### config.mk
export PLATFORM = sky130hd
export DESIGN_NAME = psg_ctrl
export DESIGN_NICKNAME = d
export VERILOG_FILES = /design/src/hdl/psg_pkg.sv /design/src/hdl/psg_storm_meter.sv /design/src/hdl/psg_ctrl.sv
export SDC_FILE = /design/constraint.sdc
export NUM_CORES = 1
export LEC_CHECK = 0
export BUFFER_PORTS_ARGS = -buffer_cell sky130_fd_sc_hd__buf_2
export CORE_AREA = 2 2 119 121
export DETAILED_ROUTE_END_ITERATION = 8
export DIE_AREA = 0 0 121 123
export PLACE_DENSITY = 0.84
export SYNTH_ARGS = -nofsm -noshare
export SYNTH_HDL_FRONTEND = slang
export SYNTH_SLANG_ARGS = --single-unit
export TNS_END_PERCENT = 100
### constraint.sdc
create_clock -name I_REF_CLK -period 5.15 [get_ports I_REF_CLK]
set_input_delay 0.515 -clock I_REF_CLK [delete_from_list [all_inputs] [get_ports I_REF_CLK]]
set_output_delay 0.515 -clock I_REF_CLK [all_outputs]
set_load 0.02 [all_outputs]
### src/hdl/psg_pkg.sv
package psg_pkg;

  // Register offsets
  localparam logic [7:0] ADDR_P3_LINK   = 8'h06;
  localparam logic [7:0] ADDR_STORM_LO  = 8'h07;
  localparam logic [7:0] ADDR_FT_A      = 8'h08;
  localparam logic [7:0] ADDR_FT_B      = 8'h09;
  localparam logic [7:0] ADDR_FT_C      = 8'h0A;

  // Field positions in port3_link_and_storm_high
  localparam int BIT_FC_EN    = 5;
  localparam int BIT_SPD_10M  = 4;
  localparam int BIT_NVID     = 3;
  localparam int STORM_HI_MSB = 2;
  localparam int STORM_LO_W   = 8;

  // Widths
  localparam int DATA_W   = 8;
  localparam int BUDGET_W = 11;
  localparam int TIMER_W  = 26;
  localparam int PORTS    = 3;

  // Reset values; strap-held bits take pin defaults
  localparam logic                RST_FC_EN   = 1'h1;
  localparam logic                RST_SPD_10M = 1'h0;
  localparam logic                RST_NVID    = 1'h0;
  localparam logic [BUDGET_W-1:0] RST_BUDGET  = 11'h063;
  localparam logic [DATA_W-1:0]   RD_ZERO     = 8'h00;

  // Fixed factory test values
  localparam logic [DATA_W-1:0] FT_A_VAL = 8'h00;
  localparam logic [DATA_W-1:0] FT_B_VAL = 8'h24;
  localparam logic [DATA_W-1:0] FT_C_VAL = 8'h35;

  // Storm interval timing
  localparam int CLK_MHZ        = 100;
  localparam int STORM_100_MS   = 67;
  localparam int STORM_10_MS    = 500;
  localparam int US_PER_MS      = 1000;
  localparam int STORM_100_CYC  = STORM_100_MS * US_PER_MS * CLK_MHZ;
  localparam int STORM_10_CYC   = STORM_10_MS * US_PER_MS * CLK_MHZ;

  typedef enum logic {
    PH_STRAP = 1'b0,
    PH_RUN   = 1'b1
  } psg_phase_t;

endpackage : psg_pkg

### src/hdl/psg_storm_meter.sv
`timescale 1ns/100ps
`default_nettype none
module psg_storm_meter
  import psg_pkg::*;
#(
  parameter int unsigned CYC_100 = STORM_100_CYC,
  parameter int unsigned CYC_10  = STORM_10_CYC
) (
  // Clock and reset
  input  wire logic                i_clk,
  input  wire logic                i_rst,
  // Port state
  input  wire logic                i_speed_10m,
  input  wire logic                i_blk,
  input  wire logic [BUDGET_W-1:0] i_budget,
  // Status
  output logic                     o_drop,
  output logic [BUDGET_W-1:0]      o_count
);

  logic [TIMER_W-1:0]  timer_r;
  logic [TIMER_W-1:0]  timer_nxt;
  logic [BUDGET_W-1:0] count_r;
  logic [BUDGET_W-1:0] count_nxt;
  wire  [TIMER_W-1:0]  limit;
  wire                 wrap;
  wire                 drop;

  assign limit = i_speed_10m ? TIMER_W'(CYC_10 - 1) : TIMER_W'(CYC_100 - 1);
  assign wrap  = (timer_r >= limit);
  assign drop  = (count_r >= i_budget);

  assign timer_nxt = wrap ? '0 : timer_r + TIMER_W'(1);
  assign count_nxt = wrap ? '0 :
                     (i_blk && !drop) ? count_r + BUDGET_W'(1) : count_r;

  always_ff @(posedge i_clk or posedge i_rst) begin
    if (i_rst) begin
      timer_r <= '0;
      count_r <= '0;
    end else begin
      timer_r <= timer_nxt;
      count_r <= count_nxt;
    end
  end

  assign o_drop  = drop;
  assign o_count = count_r;
endmodule : psg_storm_meter
`default_nettype wire

### src/hdl/psg_ctrl.sv
`timescale 1ns/100ps
`default_nettype none
// Summary of operation
// - Register 0x06 bit 5 enables port 3 full-duplex pause flow control.
// - Flow-control bit loads from its strap pin at reset; default enabled.
// - Register 0x06 bit 4 selects 10 Mbps, clear selects 100 Mbps.
// - Speed bit loads from its strap pin at reset; default 100 Mbps.
// - Register 0x06 bit 3 enables null VLAN ID replacement.
// - Storm budget is 0x06 bits 2:0 over 0x07, in 64-byte blocks.
// - Storm interval is 67 ms at 100 Mbps, 500 ms at 10 Mbps.
// - Storm budget resets to 0x63.
// - Test registers 0x08-0x0A read 0x00, 0x24, 0x35; writes ignored.
module psg_ctrl
  import psg_pkg::*;
#(
  parameter int unsigned STORM_CYC_100 = STORM_100_CYC,
  parameter int unsigned STORM_CYC_10  = STORM_10_CYC
) (
  // Clock and reset
  input  wire logic                I_REF_CLK,
  input  wire logic                I_SYS_RST,
  // Strap pins
  input  wire logic                I_FLOW_CTRL_STRAP_PIN,
  input  wire logic                I_UPLINK_SPEED_STRAP_PIN,
  // Register port
  input  wire logic [7:0]          I_REG_ADDR,
  input  wire logic                I_REG_WR,
  input  wire logic [DATA_W-1:0]   I_REG_WDATA,
  input  wire logic                I_REG_RD,
  output logic [DATA_W-1:0]        O_REG_RDATA,
  // Port 3 link controls
  output logic                     O_P3_FLOW_CTRL_EN,
  output logic                     O_P3_SPEED_10M,
  output logic                     O_NULL_VID_REPLACE_EN,
  output logic [BUDGET_W-1:0]      O_STORM_BUDGET,
  // Broadcast storm metering
  input  wire logic [1:0]          I_PHY_SPEED_10M,
  input  wire logic [PORTS-1:0]    I_BCAST_BLK,
  output logic [PORTS-1:0]         O_BCAST_DISCARD
);

  psg_phase_t                phase_r;
  psg_phase_t                phase_nxt;
  logic                      fc_en_r;
  logic                      fc_en_nxt;
  logic                      spd_10m_r;
  logic                      spd_10m_nxt;
  logic                      nvid_r;
  logic                      nvid_nxt;
  logic [BUDGET_W-1:0]       budget_r;
  logic [BUDGET_W-1:0]       budget_nxt;
  logic [DATA_W-1:0]         rdata_r;
  logic [DATA_W-1:0]         rdata_nxt;

  wire                       run;
  wire                       wr_link;
  wire                       wr_lo;
  wire [DATA_W-1:0]          link_rd;
  wire [PORTS-1:0]           port_10m;

  function automatic logic hit(input logic [7:0] a, input logic [7:0] off);
    hit = (a == off);
  endfunction : hit

  // Writes wait until straps are caught, so no write races the load
  assign run     = (phase_r == PH_RUN);
  assign wr_link = run && I_REG_WR && hit(I_REG_ADDR, ADDR_P3_LINK);
  assign wr_lo   = run && I_REG_WR && hit(I_REG_ADDR, ADDR_STORM_LO);

  assign phase_nxt = PH_RUN;

  assign fc_en_nxt   = !run   ? I_FLOW_CTRL_STRAP_PIN :
                       wr_link ? I_REG_WDATA[BIT_FC_EN] : fc_en_r;
  assign spd_10m_nxt = !run   ? I_UPLINK_SPEED_STRAP_PIN :
                       wr_link ? I_REG_WDATA[BIT_SPD_10M] : spd_10m_r;
  assign nvid_nxt    = wr_link ? I_REG_WDATA[BIT_NVID] : nvid_r;
  assign budget_nxt  = {wr_link ? I_REG_WDATA[STORM_HI_MSB:0]
                                : budget_r[BUDGET_W-1:STORM_LO_W],
                        wr_lo   ? I_REG_WDATA
                                : budget_r[STORM_LO_W-1:0]};

  assign link_rd = {2'h0, fc_en_r, spd_10m_r, nvid_r,
                    budget_r[BUDGET_W-1:STORM_LO_W]};

  assign rdata_nxt = !I_REG_RD                      ? rdata_r :
                     hit(I_REG_ADDR, ADDR_P3_LINK)  ? link_rd :
                     hit(I_REG_ADDR, ADDR_STORM_LO) ? budget_r[STORM_LO_W-1:0] :
                     hit(I_REG_ADDR, ADDR_FT_A)     ? FT_A_VAL :
                     hit(I_REG_ADDR, ADDR_FT_B)     ? FT_B_VAL :
                     hit(I_REG_ADDR, ADDR_FT_C)     ? FT_C_VAL : RD_ZERO;

  always_ff @(posedge I_REF_CLK or posedge I_SYS_RST) begin
    if (I_SYS_RST) begin
      phase_r   <= PH_STRAP;
      fc_en_r   <= RST_FC_EN;
      spd_10m_r <= RST_SPD_10M;
      nvid_r    <= RST_NVID;
      budget_r  <= RST_BUDGET;
      rdata_r   <= RD_ZERO;
    end else begin
      phase_r   <= phase_nxt;
      fc_en_r   <= fc_en_nxt;
      spd_10m_r <= spd_10m_nxt;
      nvid_r    <= nvid_nxt;
      budget_r  <= budget_nxt;
      rdata_r   <= rdata_nxt;
    end
  end

  assign O_P3_FLOW_CTRL_EN     = fc_en_r;
  assign O_P3_SPEED_10M        = spd_10m_r;
  assign O_NULL_VID_REPLACE_EN = nvid_r;
  assign O_STORM_BUDGET        = budget_r;
  assign O_REG_RDATA           = rdata_r;

  // Port 3 follows its own speed bit, ports 1 and 2 their PHYs
  assign port_10m = {spd_10m_r, I_PHY_SPEED_10M};

  genvar gp;
  generate
    for (gp = 0; gp < PORTS; gp++) begin : g_meter
      psg_storm_meter #(
        .CYC_100 (STORM_CYC_100),
        .CYC_10  (STORM_CYC_10)
      ) u_meter (
        .i_clk       (I_REF_CLK),
        .i_rst       (I_SYS_RST),
        .i_speed_10m (port_10m[gp]),
        .i_blk       (I_BCAST_BLK[gp]),
        .i_budget    (budget_r),
        .o_drop      (O_BCAST_DISCARD[gp]),
        .o_count     ()
      );
    end
  endgenerate
endmodule : psg_ctrl
`default_nettype wire

# [After elaboration in Yosys (flattened, before gate mapping)]
# Cells that the tools add are included.
[totals] register_bits=134 latchBits=0 mem_bits_rw=0 romBits=0 input_bits=27 out_inout_bits=25 word_cells=64 memories=0
[classes] addsub=6 multipliers=0 div_mod_pow=0 magnitude_cmp=6 eq_ne=6 shifts=0 n_mux=21 bitwise=0 n_reduce_logical=12
[ops] op="26-bit 2-to-1 mux" n=6
[ops] op="26-bit by 1-bit adder with 26-bit output, second input constant" n=3
[ops] op="26-bit greater-or-equal comparator" n=3
[ops] op="11-bit 2-to-1 mux" n=6
[ops] op="11-bit by 1-bit adder with 11-bit output, second input constant" n=3
[ops] op="11-bit greater-or-equal comparator" n=3
[ops] op="8-bit by 4-bit == test with 1-bit output, second input constant" n=3
[ops] op="6-bit 2-to-1 mux" n=3
[ops] op="8-bit by 3-bit == test with 1-bit output, second input constant" n=2
[ops] op="8-bit 2-to-1 mux" n=2
[ops] op="1-bit logical AND" n=6
[ops] op="2-bit nonzero test" n=3
[ops] op="1-bit 2-to-1 mux" n=4
[ops] op="1-bit zero test" n=3
[ops] op="2-bit by 1-bit inequality test with 1-bit output, second input constant" n=1

# [Longest topological paths before layout]
[logic_depth] ltp_word=6 mapped_depth=9 ltp_nobuf=8

# [Modules after synthesis]
# A second synthesis with hierarchy kept.
[unflattened] hier_cells=883 hier_area_um2=8439.3
[by_module_without_submodules] mod="psg_storm_meter at g_meter[0].u_meter ..." instances=2 cells_per_inst=262 area_per_inst_um2=2448.6 seq_area_each_um2=925.9
[by_module_without_submodules] mod="psg_storm_meter at g_meter[1].u_meter" instances=1 cells_per_inst=267 area_per_inst_um2=2437.3 seq_area_each_um2=925.9
[by_module_without_submodules] mod="psg_ctrl" instances=1 cells_per_inst=92 area_per_inst_um2=1104.8 seq_area_each_um2=581.8

# [Worst setup path before layout]
# OpenSTA, ideal clock, no wires.
[synth_path] path_type="register to output" startpoint="register budget_r[6], in the netlist O_STORM_BUDGET[6]" endpoint="output O_BCAST_DISCARD[1]" arrival_time_ns=2.007 path_slack_ns=2.628 path_stages_with_launch=9 n_path_buf=2 cell_sequence="dfstp_2 > inv_1 > ha_1 > nand2_1 > nor3_1 > a21oi_1 > o21ai_2 > clkbuf_1 > buf_4"
[synth_between] elab_chain_len=1
[synth_lines] element="from (decl)" line="psg_ctrl.sv:50" source="logic [BUDGET_W-1:0] budget_r;"
[synth_lines] element="from (signal assigned)" line="psg_ctrl.sv:105" source="budget_r <= budget_nxt;"
[synth_lines] element="11-bit greater-or-equal comparator" line="psg_storm_meter.sv:31" source="assign drop = (count_r >= i_budget);"
[synth_lines] element="to (decl)" line="psg_ctrl.sv:39" source="output logic [PORTS-1:0] O_BCAST_DISCARD"
# No other way between the ends.

# [Worst setup path after layout]
# Ends and elaborated chain as after synthesis.

==> metrics.yaml <==
yosys:
  synth_top_area_frac: 0.4056
  syn_inst: 831
  ys_ff_latch: 134
  synth_commonest_cells: "dfrtp_1, nor2_1, ha_1, nand3_1, xor2_1"
  async_flop_share: 1.000
  synth_edf_count: 0
  syn_avg_cell_area_um2: 9.577
  yosys.cell_count.top_type: "dfrtp_1"
  synth_cell_types: 57
  syn_nets: 933
  yosys_warnings: 0
  yosys.area.top_type: "dfrtp_1"
  ys_dominant_reg_cell: "dfrtp_1"
  ys_seq_area_frac: 0.4221
  synth_area_leaders: "dfrtp_1, ha_1, xor2_1"
  synth_area_um2: 7959
floorplan:
  ios: 52
  die_w_um: 121
  core_um2: 13610
  dieArea_um2: 14880
  core.rowCount: 43
  start_util: 0.5847
  fp.dieH_um: 123
timing:
  relSlewSlack: 0.3480
  worst_pin_slew_ns: 0.9737
  finalMaxSlewViolations: 0
  setup_viol: 0
  hold_violations: 0
  grt_setup_unrepaired: "no"
  min_period_over_period: 0.6065
  setup_tns_ns: 0
  fin_crit_ns: 3.123
  skew_ns: 0.008846
  fmax_mhz: 320.2
  setup_slack_ns: 2.027
  whs_ns: 0.2513
power:
  irDropWorstVdd_v: 0.0002685
  leakage_nw: 4.184
  power_density_nw_per_um2: 332.4
final_layout:
  fin_cells: 1079
  syn_to_final_growth_pct: 12.40
  fin_nets: 988
  n_fill_cell: 1030
  drive_gt1_frac: 0.1246
  antenna_cells: 0
place:
  port_buffers: 51
  place_ws_ns: 2.190
  routabilityCongestion: 0.8081
  placed_cells: 1047
  detailed_place_hpwl_um: 11220
worst_setup_path:
  r2r-start: "O_P3_SPEED_10M"
  critPathCapture: "O_BCAST_DISCARD[1]"
  r2r_setup_slack_ns: 2.15
  required_ns: 4.64
  endpoint_kind: "output pin"
  start_kind: "flop"
  r2r_end: "g_meter[2].u_meter.o_count[1]"
  critPathMaxFanout: 19
  cp-startpoint: "O_STORM_BUDGET[6]"
  critPathArrivalTime_ns: 2.61
  crit_path_top_delay_cell: "dfstp_2"
  ff2ff_path_depth: 8
  crit_chain: "inv_1 -> ha_1 -> nand2_1 -> nor3_1 -> a21oi_1 -> o21ai_2 -> buf_2"
  criticalPathCategory: "reg -> out"
  crit_path_max_incr_delay_ns: 0.55
status:
  status: "completed"
clocking:
  cts-root-buf: "clkbuf_16"
  post_cts_buffers: 0
  post_cts_resized: 0
  clk_latency_ns: 0.43
  cts_tree: "yes"
  path_clk_slew_ns: 0.06
  cts_hold_buf: 0
  htreeDepth: 4
  cts_buffer_depth: 2
  cts_buffers: 17
  clock-sinks: 134
route:
  route.detailed.drc: 0
  first_pass_iters: 5
  detail_route.wirelength_um: 16380
  wl_per_cell_um: 15.18
  ant_nets: 0
  vias_per_cell: 5.918
  num_vias: 6386
  drt_iter0_markers: 398
grt:
  grt_max_degree: 93
  overflow: 0
  grtUsageTotal: 0.2365
  first_global_vias: 6087
  grt_pass1_wl_um: 28260
  antenna_found_initial: 1
min_path:
  hold_class: "in -> async"
run:
  cap_violations: 0
## final cells by class
class | instances | area [um2] | share of cell area
sequential | 134 | 3359 | 0.3755
clock inverter | 10 | 103.9 | 0.01161
timing repair buffer | 55 | 285.3 | 0.03189
clock buffer | 22 | 464.2 | 0.05189
multi-input combinational | 637 | 4349 | 0.4862
tap | 180 | 225.2 | 0.02517
inverter | 41 | 158.9 | 0.01776
## per-stage QoR
| stage | util | instance area, um2 | total power [W] |
|---|---|---|---|
| after global routing | 0.6572 | 8946 | 0.003135 |
| after global placement | 0.6155 | 8378 | 0.001781 |
| after CTS | 0.6572 | 8946 | 0.002991 |
| after floorplan | - | 7959 | 0.001686 |
| final | 0.6572 | 8946 | 0.002973 |
| after detailed placement | 0.6155 | 8378 | 0.001808 |
## flip-flops by register name, indices dropped and copies added, names as in the netlist
signal                   cells
O_NULL_VID_REPLACE_EN        1
O_P3_FLOW_CTRL_EN            1
O_P3_SPEED_10M               1
g_meter.u_meter.o_count     33
phase_r                      1
O_STORM_BUDGET              11
O_REG_RDATA                  8
g_meter.u_meter.timer_r     78
## worst min path at each step
stage | from | end | slack (ns)
floorplan | g_meter[2].u_meter.timer_r[0] | g_meter[2].u_meter.timer_r[0] | 0.45
global placement | g_meter[2].u_meter.timer_r[0] | g_meter[2].u_meter.timer_r[0] | 0.47
detailed placement | g_meter[2].u_meter.timer_r[0] | g_meter[2].u_meter.timer_r[0] | 0.48
CTS | I_SYS_RST | g_meter[1].u_meter.timer_r[0] | 0.29
global route | I_SYS_RST | g_meter[1].u_meter.timer_r[1] | 0.32
finish | I_SYS_RST | g_meter[1].u_meter.timer_r[0] | 0.25
## metal layers
metal	vias up	global-route usage	part of all wire
li1	3089	-	-
met1	3082	0.3035	0.45
met2	178	0.3862	0.48
met3	35	0.05074	0.043
met4	2	0.1061	0.022
met5	-	0	0.00079
## cells by family after synthesis
| group | share of synthesized area |
|---|---|
| XOR/XNOR | 0.08804 |
| multiplexers | 0.01792 |
| buffers and inverters | 0.03144 |
| AO/OA/AOI/OAI | 0.1093 |
| other | 0.0004712 |
| AND/OR/NAND/NOR | 0.2129 |
| flip-flops | 0.4221 |
| adder cells (fa/ha/maj) | 0.1179 |
## report_power, final
group	total [W]	internal [W]	switching (W)
Clock	0.00118	0.000731	0.000448
Combinational	0.000590	0.000227	0.000363
Sequential	0.00120	0.00112	0.0000829
Total	0.00297	0.00208	0.000894
## layout by cell type, fill, tap and decap left out, types with 5 or more instances in the layout
cell type,instances
nand2b_1,7
ha_1,75
a2111oi_0,5
nor3_2,5
mux2_2,6
nand3_1,53
nor3_1,8
nand2_1,47
or3_1,14
nand4_1,34
o21ai_0,22
a21oi_1,48
a21o_1,10
o31ai_1,10
and4_1,8
nor2_1,116
xnor2_1,29
or4_1,11
inv_1,40
dfstp_2,5
and3_1,11
buf_2,51
xor2_1,51
dfrtp_1,129
clkbuf_16,17
clkinv_2,7
a211oi_1,7
## worst max-delay path: cells and delay by family, from the launching register on
| family | cells | cell delay (ns) |
|---|---|---|
| buffers and inverters | 2 | 0.40 |
| AOI/OAI and AO/OA | 2 | 0.66 |
| DFF | 1 | 0.55 |
| and+or+nand+nor | 2 | 0.24 |
| adders and majority gates | 1 | 0.31 |
Note: power is estimated with default switching activity, not from simulation.
